$ cat config.mk
export PLATFORM = sky130hd
export DESIGN_NAME = scs_clock_select
export DESIGN_NICKNAME = d
export VERILOG_FILES = /design/src/rtl/scs_pkg.sv /design/src/rtl/scs_clock_select.sv /design/src/rtl/scs_fail_monitor.sv /design/src/rtl/scs_postscaler.sv
export VERILOG_INCLUDE_DIRS = /design/src /design/src/rtl
export SDC_FILE = /design/constraint.sdc
export NUM_CORES = 1
export LEC_CHECK = 0
export BUFFER_PORTS_ARGS = -buffer_cell sky130_fd_sc_hd__buf_2
export CAP_MARGIN = 20
export CORE_ASPECT_RATIO = 2
export CORE_MARGIN = 1.5
export CORE_UTILIZATION = 51
export DETAILED_ROUTE_END_ITERATION = 16
export GPL_ROUTABILITY_DRIVEN = 0
export GPL_TIMING_DRIVEN = 0
export PLACE_DENSITY = 0.76
export REMOVE_ABC_BUFFERS = 1
export SETUP_SLACK_MARGIN = 0.4
export SYNTH_ARGS = -nofsm -noshare
export SYNTH_HDL_FRONTEND = slang
export SYNTH_SLANG_ARGS = --single-unit
$ cat constraint.sdc
create_clock -name i_clock -period 1.8 [get_ports i_clock]
set_input_delay 0.45 -clock i_clock [delete_from_list [all_inputs] [get_ports i_clock]]
set_output_delay 0.45 -clock i_clock [all_outputs]
set_load 0.02 [all_outputs]
$ cat src/rtl/scs_consts.svh
`ifndef SCS_CONSTS_SVH
`define SCS_CONSTS_SVH

// Initial select encodings
`define SCS_SEL_FAST_RC 3'h0
`define SCS_SEL_FAST_RC_MULT 3'h1
`define SCS_SEL_PRIMARY 3'h2
`define SCS_SEL_PRIMARY_MULT 3'h3
`define SCS_SEL_SECONDARY 3'h4
`define SCS_SEL_LOW_POWER_RC 3'h5
`define SCS_SEL_SLOW_RC_DIV 3'h6
`define SCS_SEL_FAST_RC_DIV 3'h7

// Primary mode encodings
`define SCS_PMODE_EXT_CLOCK 2'h0
`define SCS_PMODE_STD_XTAL 2'h1
`define SCS_PMODE_HS_XTAL 2'h2
`define SCS_PMODE_OFF 2'h3

// Erased configuration values
`define SCS_ERASED_SELECT 3'h7
`define SCS_ERASED_PMODE 2'h3
`define SCS_ERASED_RANGE 2'h3
`define SCS_ERASED_SWMON 2'h3
`define SCS_ERASED_SEC_POWER 1'h1

// Range field value meaning above 8 MHz
`define SCS_RANGE_ABOVE_8MHZ 2'h3

// Source line indices
`define SCS_LINE_PRIMARY 3'h0
`define SCS_LINE_SECONDARY 3'h1
`define SCS_LINE_FAST_RC 3'h2
`define SCS_LINE_SLOW_RC 3'h3
`define SCS_LINE_LOW_POWER_RC 3'h4

// Fail-safe timeout
`define SCS_CLOCK_PERIOD_NS 4
`define SCS_FAIL_TIME_NS 2000
`define SCS_FAIL_CYCLES ((`SCS_FAIL_TIME_NS) / (`SCS_CLOCK_PERIOD_NS))

`endif

$ cat src/rtl/scs_pkg.sv
`default_nettype none
package scs_pkg;

	// Configuration fields caught at power-on
	typedef struct packed {
		logic [1:0] switch_monitor_cfg;
		logic secondary_power_select;
		logic [1:0] ext_clock_range_field;
		logic [1:0] primary_mode_field;
		logic [2:0] initial_osc_select;
	} scs_cfg_t;

	// Oscillator lines from outside
	typedef struct packed {
		logic low_power_rc;
		logic slow_rc;
		logic fast_internal_rc;
		logic secondary_oscillator;
		logic primary_in_pin;
	} scs_osc_t;

	// Decoded source choice
	typedef struct packed {
		logic valid;
		logic [2:0] sel;
		logic pll;
		logic postscale;
	} scs_choice_t;

	// Status seen by the core
	typedef struct packed {
		logic [2:0] current_select;
		logic pll_enable;
		logic postscale_on;
		logic switch_allowed;
		logic monitor_active;
		logic clock_fail;
	} scs_status_t;

	// Gray-coded control states
	typedef enum logic [1:0] {
		SCS_LOAD = 2'h0,
		SCS_RUN = 2'h1,
		SCS_FAILED = 2'h3
	} scs_state_t;

endpackage : scs_pkg
`default_nettype wire

$ cat src/rtl/scs_clock_select.sv
// Contract
// - Instruction clock is the selected system clock divided by two.
// - Primary output pin may carry the instruction clock in some primary modes.
// - Times-four multiplier only for primary oscillator and fast internal RC.
// - Fast internal RC frequency lowered by a programmable postscaler.
// - One configuration bit picks high-power or low-power secondary oscillator.
// - Power-on source chosen from two-bit primary mode and three-bit select.
// - Erased configuration starts on fast RC with postscaler, modes 11 and 111.
// - Two-bit external clock range field tunes power in external clock mode.
// - Unprogrammed range field means external frequency above 8 MHz.
// - Runtime switching allowed only when upper switch/monitor bit is low.
// - Fail-safe monitor active only when both switch/monitor bits are low.
// - Enabled monitor detects loss of running clock for recovery.
// - Select 011 is primary with multiplier, mode 10 crystal or 00 external; the code also accepts mode 01.
// - Select 010 is plain primary, modes 10, 01 or 00.
// - Select 001 with mode 11 is fast RC with multiplier.
// - Select 101 is low-power RC; select 110 is slow RC with postscaler.
// - Select 100 with mode 00 is the secondary oscillator.
// - Select 000 with mode 11 is plain fast RC.
`include "scs_consts.svh"
`default_nettype none
module scs_clock_select
	import scs_pkg::*;
(
	// Clock and reset
	input wire logic i_clock,
	input wire logic i_rstn,
	// Configuration storage
	input wire scs_cfg_t i_cfg,
	input wire logic i_out_pin_clock_en,
	// Oscillator lines
	input wire scs_osc_t i_osc,
	// Postscaler and switching control
	input wire logic [2:0] i_rc_divider,
	input wire logic i_switch_req,
	input wire logic [2:0] i_new_select,
	input wire logic i_fail_clear,
	// Clock outputs
	output logic o_system_tick,
	output logic o_instruction_clock,
	output logic o_instruction_tick,
	// Primary output pin
	output logic o_primary_out_pin,
	output logic o_primary_out_oe_n,
	// Status and hints
	output scs_status_t o_status,
	output logic o_secondary_high_power,
	output logic [1:0] o_ext_range,
	output logic o_ext_above_8mhz
);

	typedef struct packed {
		scs_state_t state;
		scs_cfg_t cfg;
		scs_choice_t cur;
		logic fail_flag;
		logic [4:0] sync1;
		logic [4:0] sync2;
		logic [4:0] prev;
		logic instr;
		logic instr_tick;
		logic out_drive;
	} scs_top_state_t;

	localparam scs_cfg_t ERASED_CFG = '{
		switch_monitor_cfg: `SCS_ERASED_SWMON,
		secondary_power_select: `SCS_ERASED_SEC_POWER,
		ext_clock_range_field: `SCS_ERASED_RANGE,
		primary_mode_field: `SCS_ERASED_PMODE,
		initial_osc_select: `SCS_ERASED_SELECT
	};

	scs_top_state_t st_ff, nxt_st;
	logic post_tick;
	logic mon_fail;
	logic src_edge;
	logic switch_ok;
	logic monitor_on;
	scs_choice_t req_choice;

	// Decode select and primary mode into a source choice
	function automatic scs_choice_t scs_decode(input logic [2:0] sel, input logic [1:0] pmode);
		scs_choice_t ch;
		ch = '{valid: 1'b1, sel: sel, pll: 1'b0, postscale: 1'b0};
		case (sel)
			`SCS_SEL_FAST_RC: ch.valid = 1'b1;
			`SCS_SEL_FAST_RC_MULT: begin
				ch.pll = 1'b1;
				ch.postscale = 1'b1;
			end
			`SCS_SEL_PRIMARY: ch.valid = (pmode != `SCS_PMODE_OFF);
			`SCS_SEL_PRIMARY_MULT: begin
				ch.valid = (pmode != `SCS_PMODE_OFF);
				ch.pll = 1'b1;
			end
			`SCS_SEL_SECONDARY: ch.valid = 1'b1;
			`SCS_SEL_LOW_POWER_RC: ch.valid = 1'b1;
			`SCS_SEL_SLOW_RC_DIV: ch.postscale = 1'b1;
			`SCS_SEL_FAST_RC_DIV: ch.postscale = 1'b1;
			default: ch.valid = 1'b0;
		endcase
		return ch;
	endfunction : scs_decode

	// Map a select code onto its oscillator line
	function automatic logic [2:0] scs_line(input logic [2:0] sel);
		logic [2:0] ln;
		ln = `SCS_LINE_FAST_RC;
		case (sel)
			`SCS_SEL_PRIMARY, `SCS_SEL_PRIMARY_MULT: ln = `SCS_LINE_PRIMARY;
			`SCS_SEL_SECONDARY: ln = `SCS_LINE_SECONDARY;
			`SCS_SEL_LOW_POWER_RC: ln = `SCS_LINE_LOW_POWER_RC;
			`SCS_SEL_SLOW_RC_DIV: ln = `SCS_LINE_SLOW_RC;
			default: ln = `SCS_LINE_FAST_RC;
		endcase
		return ln;
	endfunction : scs_line

	// Rising edge of the selected, synchronised source
	assign src_edge = st_ff.sync2[scs_line(st_ff.cur.sel)] & ~st_ff.prev[scs_line(st_ff.cur.sel)];
	assign switch_ok = (st_ff.cfg.switch_monitor_cfg[1] == 1'b0);
	assign monitor_on = (st_ff.cfg.switch_monitor_cfg == 2'h0) && (st_ff.state == SCS_RUN);
	assign req_choice = scs_decode(i_new_select, st_ff.cfg.primary_mode_field);

	scs_postscaler u_postscaler (
		.i_clock(i_clock),
		.i_rstn(i_rstn),
		.i_tick(src_edge),
		.i_enable(st_ff.cur.postscale),
		.i_divider(i_rc_divider),
		.o_tick(post_tick)
	);

	scs_fail_monitor u_fail_monitor (
		.i_clock(i_clock),
		.i_rstn(i_rstn),
		.i_active(monitor_on),
		.i_source_edge(src_edge),
		.i_restart(i_switch_req),
		.o_fail(mon_fail)
	);

	// Control state, source choice and instruction clock
	always_comb begin
		nxt_st = st_ff;
		nxt_st.sync1 = i_osc;
		nxt_st.sync2 = st_ff.sync1;
		nxt_st.prev = st_ff.sync2;
		nxt_st.instr_tick = 1'b0;
		case (st_ff.state)
			SCS_LOAD: begin
				nxt_st.cfg = i_cfg;
				nxt_st.cur = scs_decode(i_cfg.initial_osc_select, i_cfg.primary_mode_field);
				if (!nxt_st.cur.valid) begin
					nxt_st.cur = scs_decode(`SCS_SEL_FAST_RC, `SCS_PMODE_OFF);
				end
				nxt_st.state = SCS_RUN;
			end
			SCS_RUN: begin
				if (mon_fail) begin
					nxt_st.cur = scs_decode(`SCS_SEL_FAST_RC, `SCS_PMODE_OFF);
					nxt_st.state = SCS_FAILED;
				end else if (i_switch_req && switch_ok && req_choice.valid) begin
					nxt_st.cur = req_choice;
				end
			end
			SCS_FAILED: begin
				if (i_switch_req && switch_ok && req_choice.valid) begin
					nxt_st.cur = req_choice;
					nxt_st.state = SCS_RUN;
				end
			end
			default: nxt_st.state = SCS_LOAD;
		endcase
		// Sticky loss flag, new loss wins over clear
		if (mon_fail) begin
			nxt_st.fail_flag = 1'b1;
		end else if (i_fail_clear) begin
			nxt_st.fail_flag = 1'b0;
		end
		// Halve the system clock
		if (post_tick) begin
			nxt_st.instr = ~st_ff.instr;
			nxt_st.instr_tick = ~st_ff.instr;
		end
		// Drive the primary output pin in external clock mode only
		nxt_st.out_drive = i_out_pin_clock_en
			&& (st_ff.cfg.primary_mode_field == `SCS_PMODE_EXT_CLOCK)
			&& (nxt_st.cur.sel == `SCS_SEL_PRIMARY || nxt_st.cur.sel == `SCS_SEL_PRIMARY_MULT)
			&& (st_ff.state != SCS_LOAD);
	end

	always_ff @(posedge i_clock or negedge i_rstn) begin
		if (!i_rstn) begin
			st_ff <= '{
				state: SCS_LOAD,
				cfg: ERASED_CFG,
				cur: '{valid: 1'b1, sel: `SCS_SEL_FAST_RC_DIV, pll: 1'b0, postscale: 1'b1},
				fail_flag: 1'b0,
				sync1: 5'h00,
				sync2: 5'h00,
				prev: 5'h00,
				instr: 1'b0,
				instr_tick: 1'b0,
				out_drive: 1'b0
			};
		end else begin
			st_ff <= nxt_st;
		end
	end

	// Outputs
	assign o_system_tick = post_tick;
	assign o_instruction_clock = st_ff.instr;
	assign o_instruction_tick = st_ff.instr_tick;
	assign o_primary_out_pin = st_ff.out_drive & st_ff.instr;
	assign o_primary_out_oe_n = ~st_ff.out_drive;
	assign o_secondary_high_power = st_ff.cfg.secondary_power_select;
	assign o_ext_range = st_ff.cfg.ext_clock_range_field;
	assign o_ext_above_8mhz = (st_ff.cfg.ext_clock_range_field == `SCS_RANGE_ABOVE_8MHZ);
	assign o_status = '{
		current_select: st_ff.cur.sel,
		pll_enable: st_ff.cur.pll,
		postscale_on: st_ff.cur.postscale,
		switch_allowed: switch_ok,
		monitor_active: monitor_on,
		clock_fail: st_ff.fail_flag
	};

	// Two system ticks make one instruction period
	instr_div_a: assert property (@(posedge i_clock) disable iff (!i_rstn)
		post_tick |=> (o_instruction_clock != $past(o_instruction_clock)))
		else $error("instruction clock did not toggle");

	out_pin_a: assert property (@(posedge i_clock) disable iff (!i_rstn)
		!o_primary_out_oe_n |-> (o_status.current_select[2:1] == 2'h1
			&& st_ff.cfg.primary_mode_field == `SCS_PMODE_EXT_CLOCK))
		else $error("output pin driven outside external clock primary mode");

	pll_source_a: assert property (@(posedge i_clock) disable iff (!i_rstn)
		o_status.pll_enable |-> (o_status.current_select == `SCS_SEL_PRIMARY_MULT
			|| o_status.current_select == `SCS_SEL_FAST_RC_MULT))
		else $error("multiplier on a source that has none");

	load_config_a: assert property (@(posedge i_clock) disable iff (!i_rstn)
		(st_ff.state == SCS_LOAD) |=> (st_ff.state == SCS_RUN && st_ff.cfg == $past(i_cfg)))
		else $error("configuration not caught at power-on");

	erased_start_a: assert property (@(posedge i_clock) disable iff (!i_rstn)
		(st_ff.state == SCS_LOAD && i_cfg == ERASED_CFG) |=>
			(o_status.current_select == `SCS_SEL_FAST_RC_DIV && o_status.postscale_on))
		else $error("erased configuration did not start on divided fast RC");

	switch_lock_a: assert property (@(posedge i_clock) disable iff (!i_rstn)
		(st_ff.state != SCS_LOAD && !switch_ok) |=> $stable(o_status.current_select))
		else $error("source changed while switching is locked");

	monitor_gate_a: assert property (@(posedge i_clock) disable iff (!i_rstn)
		mon_fail |-> $past(st_ff.cfg.switch_monitor_cfg == 2'h0))
		else $error("clock loss reported with monitor disabled");

	fail_sticky_a: assert property (@(posedge i_clock) disable iff (!i_rstn)
		mon_fail |=> (o_status.clock_fail && o_status.current_select == `SCS_SEL_FAST_RC))
		else $error("clock loss did not fall back to fast RC");

	hold_select_a: assert property (@(posedge i_clock) disable iff (!i_rstn)
		(st_ff.state != SCS_LOAD && !i_switch_req && !mon_fail) |=>
			$stable(o_status.current_select))
		else $error("source changed without a switch");

	range_hint_a: assert property (@(posedge i_clock) disable iff (!i_rstn)
		(st_ff.state == SCS_LOAD && i_cfg.ext_clock_range_field == `SCS_ERASED_RANGE)
			|=> o_ext_above_8mhz)
		else $error("unprogrammed range not treated as above 8 MHz");

	// Primary is chosen only with a live primary mode
	primary_mode_a: assert property (@(posedge i_clock) disable iff (!i_rstn)
		(st_ff.state != SCS_LOAD && o_status.current_select[2:1] == 2'h1)
			|-> (st_ff.cfg.primary_mode_field != `SCS_PMODE_OFF))
		else $error("primary source chosen with primary mode off");

	// Postscaler runs only on the divided or multiplied RC codes
	postscale_src_a: assert property (@(posedge i_clock) disable iff (!i_rstn)
		o_status.postscale_on |-> (o_status.current_select == `SCS_SEL_FAST_RC_MULT
			|| o_status.current_select == `SCS_SEL_SLOW_RC_DIV
			|| o_status.current_select == `SCS_SEL_FAST_RC_DIV))
		else $error("postscaler on a source without one");

	// Instruction tick marks a rising instruction clock
	instr_tick_a: assert property (@(posedge i_clock) disable iff (!i_rstn)
		o_instruction_tick |-> (o_instruction_clock && !$past(o_instruction_clock)))
		else $error("instruction tick without a rising instruction clock");

	// Latched configuration never moves after power-on
	cfg_hold_a: assert property (@(posedge i_clock) disable iff (!i_rstn)
		(st_ff.state != SCS_LOAD) |=> $stable(st_ff.cfg))
		else $error("configuration changed after power-on");

	// Main scenarios
	switch_done_c: cover property (@(posedge i_clock) disable iff (!i_rstn)
		(st_ff.state == SCS_RUN && i_switch_req && switch_ok && req_choice.valid));
	fail_recover_c: cover property (@(posedge i_clock) disable iff (!i_rstn)
		(st_ff.state == SCS_FAILED && i_switch_req && switch_ok));
	out_pin_c: cover property (@(posedge i_clock) disable iff (!i_rstn) !o_primary_out_oe_n);
	erased_start_c: cover property (@(posedge i_clock) disable iff (!i_rstn)
		(st_ff.state == SCS_LOAD && i_cfg == ERASED_CFG));

endmodule : scs_clock_select
`default_nettype wire

$ cat src/rtl/scs_fail_monitor.sv
`include "scs_consts.svh"
`default_nettype none
module scs_fail_monitor
	import scs_pkg::*;
(
	// Clock and reset
	input wire logic i_clock,
	input wire logic i_rstn,
	// Watch control
	input wire logic i_active,
	input wire logic i_source_edge,
	input wire logic i_restart,
	// Loss pulse
	output logic o_fail
);

	typedef struct packed {
		logic [9:0] cnt;
		logic fail;
	} scs_mon_state_t;

	localparam logic [9:0] FAIL_LIMIT = 10'(`SCS_FAIL_CYCLES - 1);

	scs_mon_state_t st_ff, nxt_st;

	// Count cycles without a source edge
	always_comb begin
		nxt_st = st_ff;
		nxt_st.fail = 1'b0;
		if (!i_active || i_restart || i_source_edge) begin
			nxt_st.cnt = 10'h000;
		end else if (st_ff.cnt >= FAIL_LIMIT) begin
			nxt_st.cnt = 10'h000;
			nxt_st.fail = 1'b1;
		end else begin
			nxt_st.cnt = st_ff.cnt + 10'h001;
		end
	end

	always_ff @(posedge i_clock or negedge i_rstn) begin
		if (!i_rstn) begin
			st_ff <= '0;
		end else begin
			st_ff <= nxt_st;
		end
	end

	assign o_fail = st_ff.fail;

	// Silence long enough raises the loss pulse
	loss_detect_a: assert property (@(posedge i_clock) disable iff (!i_rstn)
		(i_active && !i_restart && !i_source_edge && st_ff.cnt == FAIL_LIMIT) |=> o_fail)
		else $error("clock loss not reported");

	fail_monitor_c: cover property (@(posedge i_clock) disable iff (!i_rstn) o_fail);

endmodule : scs_fail_monitor
`default_nettype wire

$ cat src/rtl/scs_postscaler.sv
`include "scs_consts.svh"
`default_nettype none
module scs_postscaler
	import scs_pkg::*;
(
	// Clock and reset
	input wire logic i_clock,
	input wire logic i_rstn,
	// Tick in, control
	input wire logic i_tick,
	input wire logic i_enable,
	input wire logic [2:0] i_divider,
	// Divided tick
	output logic o_tick
);

	typedef struct packed {
		logic [7:0] cnt;
		logic tick;
	} scs_ps_state_t;

	scs_ps_state_t st_ff, nxt_st;

	// Terminal count: divide by 1..64 as powers of two, top code by 256
	function automatic logic [7:0] scs_div_limit(input logic [2:0] div);
		logic [7:0] lim;
		lim = 8'hff;
		if (div != 3'h7) begin
			lim = 8'((9'h1 << div) - 9'h1);
		end
		return lim;
	endfunction : scs_div_limit

	// Count input ticks, emit one per full period
	always_comb begin
		nxt_st = st_ff;
		nxt_st.tick = 1'b0;
		if (!i_enable) begin
			nxt_st.cnt = 8'h00;
			nxt_st.tick = i_tick;
		end else if (i_tick) begin
			if (st_ff.cnt >= scs_div_limit(i_divider)) begin
				nxt_st.cnt = 8'h00;
				nxt_st.tick = 1'b1;
			end else begin
				nxt_st.cnt = st_ff.cnt + 8'h01;
			end
		end
	end

	always_ff @(posedge i_clock or negedge i_rstn) begin
		if (!i_rstn) begin
			st_ff <= '0;
		end else begin
			st_ff <= nxt_st;
		end
	end

	assign o_tick = st_ff.tick;

	// Divide by 2 passes every second tick
	post_div_a: assert property (@(posedge i_clock) disable iff (!i_rstn)
		(i_enable && i_divider == 3'h1 && $stable(i_divider) && i_tick && st_ff.cnt == 8'h01)
		|=> o_tick)
		else $error("postscaler missed divided tick");

endmodule : scs_postscaler
`default_nettype wire
==> flow_metrics.py, run 1 <==
metrics = {
    "clocking": {
        "clockRootBuffer": "clkbuf_8",
        "htreeDepth": 2,
        "cts_sinks": 53,
        "hold_buffers": 0,
        "clk_latency_ns": 0.31,
        "tritoncts": "yes",
        "cts_inserted_buffers": 5,
        "clk_pin_slew_worst_paths_ns": 0.10,
        "clock_path_buffers": 2,
    },
    "sta": {
        "drv_slew": 0,
        "final.min_clock_period_ns": 2.82,
        "max_freq_mhz": 355,
        "hold_viol_final": 0,
        "grt_setup_unrepaired": "true",
        "fin_crit_sh": 1.56,
        "holdWs_ns": 0.0901,
        "skew_ns": 0.00543,
        "setup_viol": 9,
        "worst_slack_ns": -1.02,
    },
    "hold_path": {
        "hp-class": "input port to async pin",
    },
    "drt": {
        "drc": 0,
        "wl_per_cell_um": 17.5,
        "vias": 2197,
        "drt_iter0_drc": 50,
        "drt-total-wl_mm": 6.78,
        "final_antenna_net_count": 0,
        "dr.pass1.iters": 5,
        "via_per_inst": 5.66,
    },
    "worst_setup_path": {
        "startpoint": "i_rc_divider[1]",
        "worstSetupStartpointType": "input port",
        "r2r_start": "u_postscaler.st_ff[8]$_DFFE_PN0P_",
        "endpoint_kind": "flop",
        "crit_arrival_ns": 3.01,
        "cp_max_fo": 9,
        "crit_type": "input port to flop",
        "cp.required_ns": 2.00,
    },
    "global_route": {
        "grt_use_total": 0.246,
        "grt_pass1_vias": 2357,
        "use_met2": 0.466,
        "antenna_found_initial": 0,
        "gr-total-overflow": 0,
        "grt_use_met1": 0.251,
        "grt_max_degree": 33,
        "grtUsageMet3": 0.0397,
        "grt-busiest-layer": "met2",
        "grt_pass1_wl_mm": 10.4,
    },
    "synth": {
        "yosys.cell_types.count": 53,
        "synth_adder_area_share": 0.0516,
        "netlist_area_sq_um": 2670,
        "synth_compound_area_frac": 0.108,
        "async_flop_share": 1.00,
        "netlist_top_cells_area": "dfrtp_1 39%, dfstp_2 11%, ha_1 5.2%, nand2_1 3.9%, buf_4 3.1%",
        "synthCells": 256,
        "synth-seq-cells": 53,
        "yosys_warnings": 0,
        "synth_top_cell_by_area": "dfrtp_1",
        "yosysTopAreaCellShare": 0.394,
        "ys.flop_type": "dfrtp_1",
        "synthMuxAreaShare": 0.0333,
        "yosysSeqAreaShare": 0.502,
        "synth_top_family_by_area": "simple AND/OR/NAND/NOR gates",
        "synth_simple_gate_area_share": 0.213,
        "syn_area_per_cell_sq_um": 10.4,
        "synth_edf_count": 0,
        "synth-xor-area-share": 0.0295,
    },
    "run_status": {
        "status": "finished with violations",
        "violations": "negative setup slack",
    },
    "pwr": {
        "total_power_w": 0.00302,
        "p_leak_nw": 1.66,
        "power_density_nw_per_um2": 786,
        "ir_drop_v": 0.000859,
    },
    "place": {
        "place_hpwl_mm": 3.62,
        "dp_cells": 340,
        "port_buffers": 42,
        "dp_slack_ns": -1.80,
    },
    "floorplan": {
        "core-area_sq_um": 5090,
        "die_w_um": 54.1,
        "pin_count": 43,
        "die_y_um": 105,
        "rows": 37,
        "initial_core_util": 0.524,
        "dieArea_sq_um": 5700,
    },
    "layout": {
        "drive_gt1_frac": 0.524,
        "nNetsFinal": 366,
        "fin_cells": 388,
        "num_antenna_cells": 0,
        "area_delta_synth_final_pct": 43.8,
    },
    "job": {
        "drv_cap": 0,
    },
}
[timing repair]
action | 4_1_cts | 5_1_grt
endpoints found under the setup margin | 43 | 37
gates resized for setup | 100 | 32
gates cloned | 2 | 0
setup buffers | 28 | 10
pin swaps | 38 | 13
[placed cells by master, fill, tap and decap left out, types with 5 or more instances in the layout]
cell type / count
nand2_1: 24
nor2_1: 10
xor2_1: 5
or3_4: 5
buf_4: 26
inv_1: 9
ha_1: 9
nor2_2: 7
dfstp_2: 11
mux2_2: 6
nand3_1: 11
dfrtp_1: 40
buf_6: 23
clkbuf_8: 5
nand2b_1: 6
buf_2: 27
[report_power, final]
group	total (W)	internal, W	switching (W)	leakage (nW)
Combinational	0.000952	0.000474	0.000478	0.968
Sequential	0.00139	0.00130	0.0000910	0.651
Clock	0.000673	0.000276	0.000397	0.0445
Total	0.00302	0.00205	0.000965	1.66
[Yosys cell counts (2+ instances only)]
| library cell | count |
|---|---|
| o21ai_0 | 3 |
| a211oi_1 | 2 |
| xnor2_1 | 4 |
| nor2b_1 | 5 |
| mux2_2 | 7 |
| a21o_1 | 2 |
| nand3_1 | 12 |
| nor3_1 | 6 |
| nand2_1 | 28 |
| o221ai_1 | 2 |
| a31oi_1 | 2 |
| or3_1 | 7 |
| o211ai_1 | 2 |
| buf_2 | 2 |
| and2_1 | 3 |
| nor4_1 | 6 |
| dfrtp_1 | 42 |
| clkbuf_1 | 3 |
| nand2b_1 | 8 |
| nor2_1 | 19 |
| and3_1 | 4 |
| buf_4 | 11 |
| xor2_1 | 5 |
| a21oi_1 | 5 |
| o22ai_1 | 2 |
| o21a_1 | 2 |
| dfstp_2 | 11 |
| ha_1 | 11 |
| a211o_1 | 4 |
| o31ai_1 | 2 |
| inv_1 | 12 |
[worst paths after layout]
kind / slack [ns] / to / depth (start not counted)
setup / recovery: -1.02 / u_postscaler.st_ff[7]$_DFFE_PN0P_ / 13
hold / removal: 0.09 / nxt_st[10]$_DFF_PN0_ / 1
setup reg to reg: -0.32 / u_postscaler.st_ff[7]$_DFFE_PN0P_ / 7
hold reg to reg: 0.36 / nxt_st[7]$_DFF_PN0_ / 0
max in group asynchronous: 1.11 / o_status[3]$_DFFE_PN1N_ / 2
min in group i_clock: 0.24 / nxt_st[8]$_DFF_PN0_ / 1
[logic make-up (layout without fill, tap and decap cells)]
group / Yosys count / in the layout
compound gates: 36 / 37
xor+xnor: 9 / 9
fa+ha+maj: 11 / 11
buf+inv: 29 / 101
flops: 53 / 53
mux: 8 / 8
other cells: 1 / 1
simple gates: 109 / 110
[metal layers]
metal,vias up,routed length [um]
met3,14,240
li1,1034,-
met1,1088,2340
met2,61,4050
met4,0,152
met5,-,0
[area by class of cell]
cell class	count	area [sq um]
Multi-Input combinational cell	176	1600
Sequential cell	53	1340
Fill cell	311	1260
Timing Repair Buffer	81	679
Tap cell	58	72.6
Clock buffer	5	68.8
Inverter	12	52.6
Clock inverter	3	21.3
[sequential cells by signal, indices dropped and copies added, names as in the netlist]
register	count
o_instruction_tick	1
u_postscaler.o_tick	1
nxt_st	10
o_instruction_clock	1
u_postscaler.st_ff	8
st_ff	12
u_fail_monitor.o_fail	1
u_fail_monitor.st_ff	10
o_status	6
o_ext_range	2
o_secondary_high_power	1
[critical path: stages]
cell and delay [ns]:
buf_12 0.11, or3_4 0.39, ha_4 0.19, buf_6 0.12, or3_4 0.32, o221ai_2 0.07
ha_1 0.16, nand2_1 0.05, or3_4 0.42, o221ai_4 0.27, buf_12 0.16, nor3_4 0.03
a211o_1 0.27
[per-stage QoR]
step	utilization	TNS, ns	area (sq um)
6_report	0.753	-8.43	3840
2_1_floorplan	-	-10.52	2550
4_1_cts	0.708	-8.19	3600
5_1_grt	0.753	-9.25	3840
3_3_place_gp	0.557	-14.16	2840
3_5_place_dp	0.561	-15.26	2860
Note: power is estimated with default switching activity, not from simulation.
==> run 2, diff against run 1 <==
--- a/config.mk
+++ b/config.mk
@@ -11,6 +11,7 @@
 export CORE_ASPECT_RATIO = 2
 export CORE_MARGIN = 1.5
 export CORE_UTILIZATION = 51
+export CTS_BUF_LIST = sky130_fd_sc_hd__clkbuf_16
 export DETAILED_ROUTE_END_ITERATION = 16
 export GPL_ROUTABILITY_DRIVEN = 0
 export GPL_TIMING_DRIVEN = 0
@@ -19,4 +20,5 @@
 export SETUP_SLACK_MARGIN = 0.4
 export SYNTH_ARGS = -nofsm -noshare
 export SYNTH_HDL_FRONTEND = slang
+export SYNTH_HIERARCHICAL = 1
 export SYNTH_SLANG_ARGS = --single-unit
==> flow_metrics.py, run 2 <==
metrics = {
    "run_status": {
        "status": "finished with violations",
        "violations": "negative setup slack",
    },
    "drt": {
        "drt_iter0_drc": 69,
        "drc": 0,
        "dr.pass1.iters": 4,
        "drt-total-wl_mm": 6.68,
        "wl_per_cell_um": 17.4,
        "final_antenna_net_count": 0,
        "vias": 2245,
        "via_per_inst": 5.85,
    },
    "place": {
        "port_buffers": 42,
        "place_hpwl_mm": 3.94,
        "dp_slack_ns": -1.31,
        "placed_area_sq_um": 2940,
    },
    "clocking": {
        "htreeDepth": 2,
        "cts_sinks": 53,
        "clk_pin_slew_worst_paths_ns": 0.07,
        "clockRootBuffer": "clkbuf_16",
        "clock_path_buffers": 2,
        "tritoncts": "yes",
        "clk_latency_ns": 0.29,
        "cts_inserted_buffers": 5,
    },
    "worst_setup_path": {
        "cp.required_ns": 1.98,
        "startpoint": "i_rc_divider[1]",
        "worstSetupStartpointType": "input port",
        "r2r_start": "o_status[6]$_DFF_PN1_",
        "crit_arrival_ns": 2.61,
        "crit_type": "input port to flop",
        "cp_max_fo": 7,
        "endpoint_kind": "flop",
    },
    "layout": {
        "mostFrequentLayoutCells": "40 x dfrtp_1, 28 x buf_2, 27 x buf_4",
        "postLayoutCellArea_sq_um": 3750,
        "nNetsFinal": 362,
        "final_util": 0.724,
        "num_antenna_cells": 0,
        "largest_register_ffs": 12,
        "drive_gt1_frac": 0.500,
        "fillers": 337,
        "final_common_cell": "dfrtp_1",
        "area_delta_synth_final_pct": 36.4,
        "regMostFlops": "st_ff",
    },
    "global_route": {
        "gr-total-overflow": 0,
        "use_met2": 0.404,
        "grt_pass1_wl_mm": 9.42,
        "antenna_found_initial": 0,
        "grt_max_degree": 54,
        "grtUsageMet3": 0.0237,
        "grt-busiest-layer": "met2",
        "grt_pass1_vias": 2119,
        "grt_use_total": 0.220,
        "grt_use_met1": 0.235,
    },
    "synth": {
        "synthCells": 256,
        "synth-seq-cells": 53,
        "syn_area_per_cell_sq_um": 10.8,
        "synth_edf_count": 0,
        "synth_common_cells": "42 x dfrtp_1, 22 x nand2_1, 18 x nor2_1",
        "yosys_warnings": 6,
        "netlist_area_sq_um": 2750,
        "ys.flop_type": "dfrtp_1",
        "async_flop_share": 1.00,
        "yosysSeqAreaShare": 0.487,
        "synth_top_cell_by_area": "dfrtp_1",
        "yosysTopAreaCellShare": 0.382,
        "yosys.cell_count.top_type": "dfrtp_1",
        "yosys.cell_types.count": 63,
        "netlist_top_cells_area": "dfrtp_1 38%, dfstp_2 11%, ha_1 5.0%, buf_4 3.0%, nand2_1 3.0%",
    },
    "sta": {
        "drv_slew": 0,
        "max_freq_mhz": 411,
        "fin_crit_sh": 1.35,
        "worst_slack_ns": -0.633,
        "skew_ns": 0.00382,
        "final.min_clock_period_ns": 2.43,
        "hold_viol_final": 0,
        "grt_setup_unrepaired": "true",
        "setup_viol": 18,
        "tns_ns": -6.80,
    },
    "floorplan": {
        "pin_count": 43,
        "die_y_um": 107,
        "die_w_um": 55.0,
        "core-area_sq_um": 5180,
        "rows": 37,
        "dieArea_sq_um": 5870,
        "initial_core_util": 0.531,
    },
    "hold_path": {
        "hp-class": "input port to async pin",
    },
    "pwr": {
        "p_leak_nw": 1.73,
        "power_density_nw_per_um2": 821,
        "ir_drop_v": 0.000723,
    },
    "job": {
        "drv_cap": 0,
    },
}
run 2: cell count changes in the layout (fill, tap and decap cells not counted), moves of 4 or more:
cell	delta
clkbuf_8	-5
a21oi_1	+6
nand2b_1	-5
clkbuf_16	+5
inv_1	+4
a211o_1	-4
buf_6	-6
nand2_1	-6
or3_4	-5
run 2: cell families (layout without fill, tap and decap cells):
family | count (synthesis) | count (layout) | share of synthesized area
buffers and inverters | 29 | 99 | 0.0550
other | 1 | 1 | 0.00136
DFF | 53 | 53 | 0.487
muxes | 7 | 7 | 0.0286
and+or+nand+nor | 94 | 94 | 0.192
AOI/OAI and AO/OA | 56 | 56 | 0.170
adders and majority gates | 11 | 11 | 0.0500
xor gates and xnor gates | 5 | 5 | 0.0159
run 2: path summary, 6_finish.rpt:
check	endpoint	slack (ns)	cells after the start
worst min register to register	nxt_st[7]$_DFF_PN0_	0.35	0
worst max register to register	u_fail_monitor/st_ff[7]$_DFF_PN0_	-0.26	6
worst min-delay path	o_status[0]$_DFFE_PN0P_	0.05	1
worst max-delay path	u_postscaler/st_ff[7]$_DFFE_PN0P_	-0.63	13
min in group i_clock	nxt_st[10]$_DFF_PN0_	0.26	1
max in group asynchronous	o_status[5]$_DFF_PN1_	1.18	2
run 2: timing repair:
action | CTS | global route
resized for setup | 67 | 33
endpoints found under the setup margin | 42 | 36
hold buffers | 0 | 0
setup buffers | 16 | 16
hold endpoints to repair | 0 | 0
pin swaps | 34 | 14
run 2: per-stage QoR:
step | hold slack, ns | power (W) | cells
global placement | 0.332 | 0.00176 | 343
CTS | 0.252 | 0.00298 | 367
detailed placement | 0.335 | 0.00177 | 343
floorplan | 0.154 | 0.00161 | 243
finish | 0.0488 | 0.00308 | 384
global route | 0.0751 | 0.00320 | 384
run 2: power by group:
group | total, W | leakage [nW] | internal, W | switching (W)
logic | 0.000640 | 0.993 | 0.000316 | 0.000324
clock network | 0.00108 | 0.0800 | 0.000658 | 0.000422
registers | 0.00136 | 0.652 | 0.00128 | 0.0000785
run 2: area by class of cell:
class                   count  area, sq um  area share
clock buffers               5          125      0.0333
clock inverters             3         46.3      0.0123
inverters                  16         65.1      0.0173
multi-input cells         174         1510       0.402
flip-flops and latches     53         1340       0.358
well taps                  58         72.6      0.0193
repair buffers             75          594       0.158
run 2: worst max-delay path: stages:
cell	delay (ns)
buf_12	0.10
nor2_4	0.12
nand2_2	0.08
ha_4	0.18
mux2_4	0.27
o22ai_2	0.16
ha_1	0.17
and3_4	0.19
o21ai_4	0.06
a311oi_4	0.34
buf_4	0.20
nor3_2	0.04
a221o_1	0.25
run 2: metal layers:
layer | routed length, um | vias up
met4 | 121 | 0
met3 | 188 | 8
met2 | 3870 | 67
met1 | 2500 | 1121
met5 | 0 | -
li1 | - | 1049
==> run 3, diff against run 2 <==
==> constraint.sdc (replaced) <==
create_clock -name i_clock -period 1.8 [get_ports i_clock]
set_input_delay 0.45 -clock i_clock [delete_from_list [all_inputs] [get_ports i_clock]]
set_output_delay 0.45 -clock i_clock [all_outputs]
set_load 0.05 [all_outputs]
==> flow_metrics.py, run 3 (same netlist as run 2, synthesis figures left out) <==
metrics = {
    "run_status": {
        "status": "finished with violations",
        "violations": "negative setup slack",
    },
    "pwr": {
        "p_int_w": 0.00228,
        "p_sw_w": 0.000932,
        "power.share.clock": 0.333,
        "power_density_nw_per_um2": 851,
        "seqPwrFrac": 0.424,
        "p_leak_nw": 1.72,
        "ir_drop_v": 0.000734,
        "p_comb_frac": 0.242,
        "switching_share": 0.290,
    },
    "clocking": {
        "clock_path_buffers": 2,
        "clockRootBuffer": "clkbuf_16",
        "cts_inserted_buffers": 5,
        "hold_buffers": 0,
        "clk_latency_ns": 0.29,
        "cts_sinks": 53,
        "clk_pin_slew_worst_paths_ns": 0.07,
        "htreeDepth": 2,
        "tritoncts": "yes",
    },
    "layout": {
        "mostFrequentLayoutCells": "40 x dfrtp_1, 27 x buf_2, 26 x buf_4",
        "drive_gt1_frac": 0.495,
        "nNetsFinal": 361,
        "fillers": 338,
        "final_util": 0.729,
        "final_common_cell": "dfrtp_1",
        "multi_input_area_sq_um": 1500,
        "area.sequential_sq_um": 1340,
        "largest_register_ffs": 12,
        "area_delta_synth_final_pct": 37.3,
        "regMostFlops": "st_ff",
        "num_antenna_cells": 0,
    },
    "worst_setup_path": {
        "slowest_delay_ns": 0.34,
        "crit_type": "input port to flop",
        "crit_chain": "buf_12 -> nor2_4 -> nand2_2 -> ha_4 -> mux2_4 -> o22ai_2 -> ha_1 -> and3_4 -> o21ai_4 -> a311oi_4 -> buf_4 -> nor3_2 -> a221o_1",
        "worstSetupStartpointType": "input port",
        "endpoint_kind": "flop",
        "cp.required_ns": 1.98,
        "cp_max_fo": 7,
        "cpMaxStageDelayCell": "a311oi_4",
        "crit_arrival_ns": 2.61,
    },
    "job": {
        "drv_cap": 0,
    },
    "sta": {
        "skew_ns": 0.00409,
        "worst_slack_ns": -0.635,
        "final.min_clock_period_ns": 2.44,
        "hold_viol_final": 0,
        "tns_ns": -7.23,
        "max_freq_mhz": 411,
        "drv_slew": 0,
        "setup_viol": 19,
        "grt_setup_unrepaired": "true",
        "fin_crit_sh": 1.35,
        "holdWs_ns": 0.0501,
    },
    "drt": {
        "vias": 2253,
        "wl_per_cell_um": 17.2,
        "drt_iter0_drc": 76,
        "final_antenna_net_count": 0,
        "drc": 0,
        "via_per_inst": 5.88,
        "dr.pass1.iters": 4,
        "drt-total-wl_mm": 6.60,
    },
    "floorplan": {
        "die_w_um": 55.0,
        "initial_core_util": 0.531,
        "core-area_sq_um": 5180,
        "rows": 37,
        "die_y_um": 107,
        "dieArea_sq_um": 5870,
        "pin_count": 43,
    },
    "global_route": {
        "gr-total-overflow": 0,
        "grt_max_degree": 54,
        "grt_pass1_vias": 2123,
        "grt_pass1_wl_mm": 9.44,
        "antenna_found_initial": 0,
        "grt_use_total": 0.221,
    },
    "hold_path": {
        "hp-class": "input port to async pin",
    },
    "place": {
        "port_buffers": 42,
        "dp_slack_ns": -1.31,
        "place_hpwl_mm": 3.94,
    },
}
[run 3: layer usage]
metal	global-route usage	up-vias	wire, um
li1	-	1050	-
met1	0.236	1119	2350
met2	0.402	68	3890
met3	0.0251	16	218
met4	0.0993	0	140
met5	0	-	0
[run 3: worst paths after layout]
path | startpoint | endpoint | slack, ns | depth (start not counted)
hold reg to reg | nxt_st[12]$_DFF_PN0_ | nxt_st[7]$_DFF_PN0_ | 0.35 | 0
hold / removal | i_rstn | o_status[0]$_DFFE_PN0P_ | 0.05 | 1
setup reg to reg | o_status[6]$_DFF_PN1_ | u_fail_monitor/st_ff[7]$_DFF_PN0_ | -0.29 | 6
max in group asynchronous | i_rstn | o_status[5]$_DFF_PN1_ | 1.17 | 2
setup / recovery | i_rc_divider[1] | u_postscaler/st_ff[7]$_DFFE_PN0P_ | -0.64 | 13
min in group i_clock | i_osc[2] | nxt_st[10]$_DFF_PN0_ | 0.26 | 1
[run 3: worst max-delay path, delay by kind of cell]
family | cells | cell delay [ns]
buffers and inverters | 2 | 0.30
and+or+nand+nor | 4 | 0.43
muxes | 1 | 0.27
adders and majority gates | 2 | 0.35
AOI/OAI and AO/OA | 4 | 0.81
[run 3: power groups by stage]
| stage | Sequential (W) | Combinational [W] | Clock (W) |
|---|---|---|---|
| after floorplan | 0.00151 | 0.000207 | 0 |
| after global placement | 0.00137 | 0.000499 | 0 |
| after detailed placement | 0.00138 | 0.000511 | 0 |
| after CTS | 0.00136 | 0.000666 | 0.00110 |
| after global routing | 0.00137 | 0.000827 | 0.00114 |
| final | 0.00136 | 0.000779 | 0.00107 |
[run 3: metrics by stage]
| step | cell area (sq um) | std cells | total power, W |
|---|---|---|---|
| floorplan | 2660 | 243 | 0.00172 |
| global placement | 2940 | 343 | 0.00187 |
| detailed placement | 2940 | 343 | 0.00189 |
| CTS | 3500 | 367 | 0.00312 |
| global route | 3780 | 383 | 0.00334 |
| finish | 3780 | 383 | 0.00321 |
[run 3: layout make-up]
class	instances	area share
multi-input combinational	174	0.397
sequential	53	0.355
timing repair buffer	74	0.167
clock buffer	5	0.0331
tap	58	0.0192
inverter	16	0.0166
clock inverter	3	0.0123
[run 3: repair_timing]
action,in CTS,in global routing
setup endpoints to repair,45,36
setup buffers,16,15
pin swaps,34,17
resized for setup,79,31
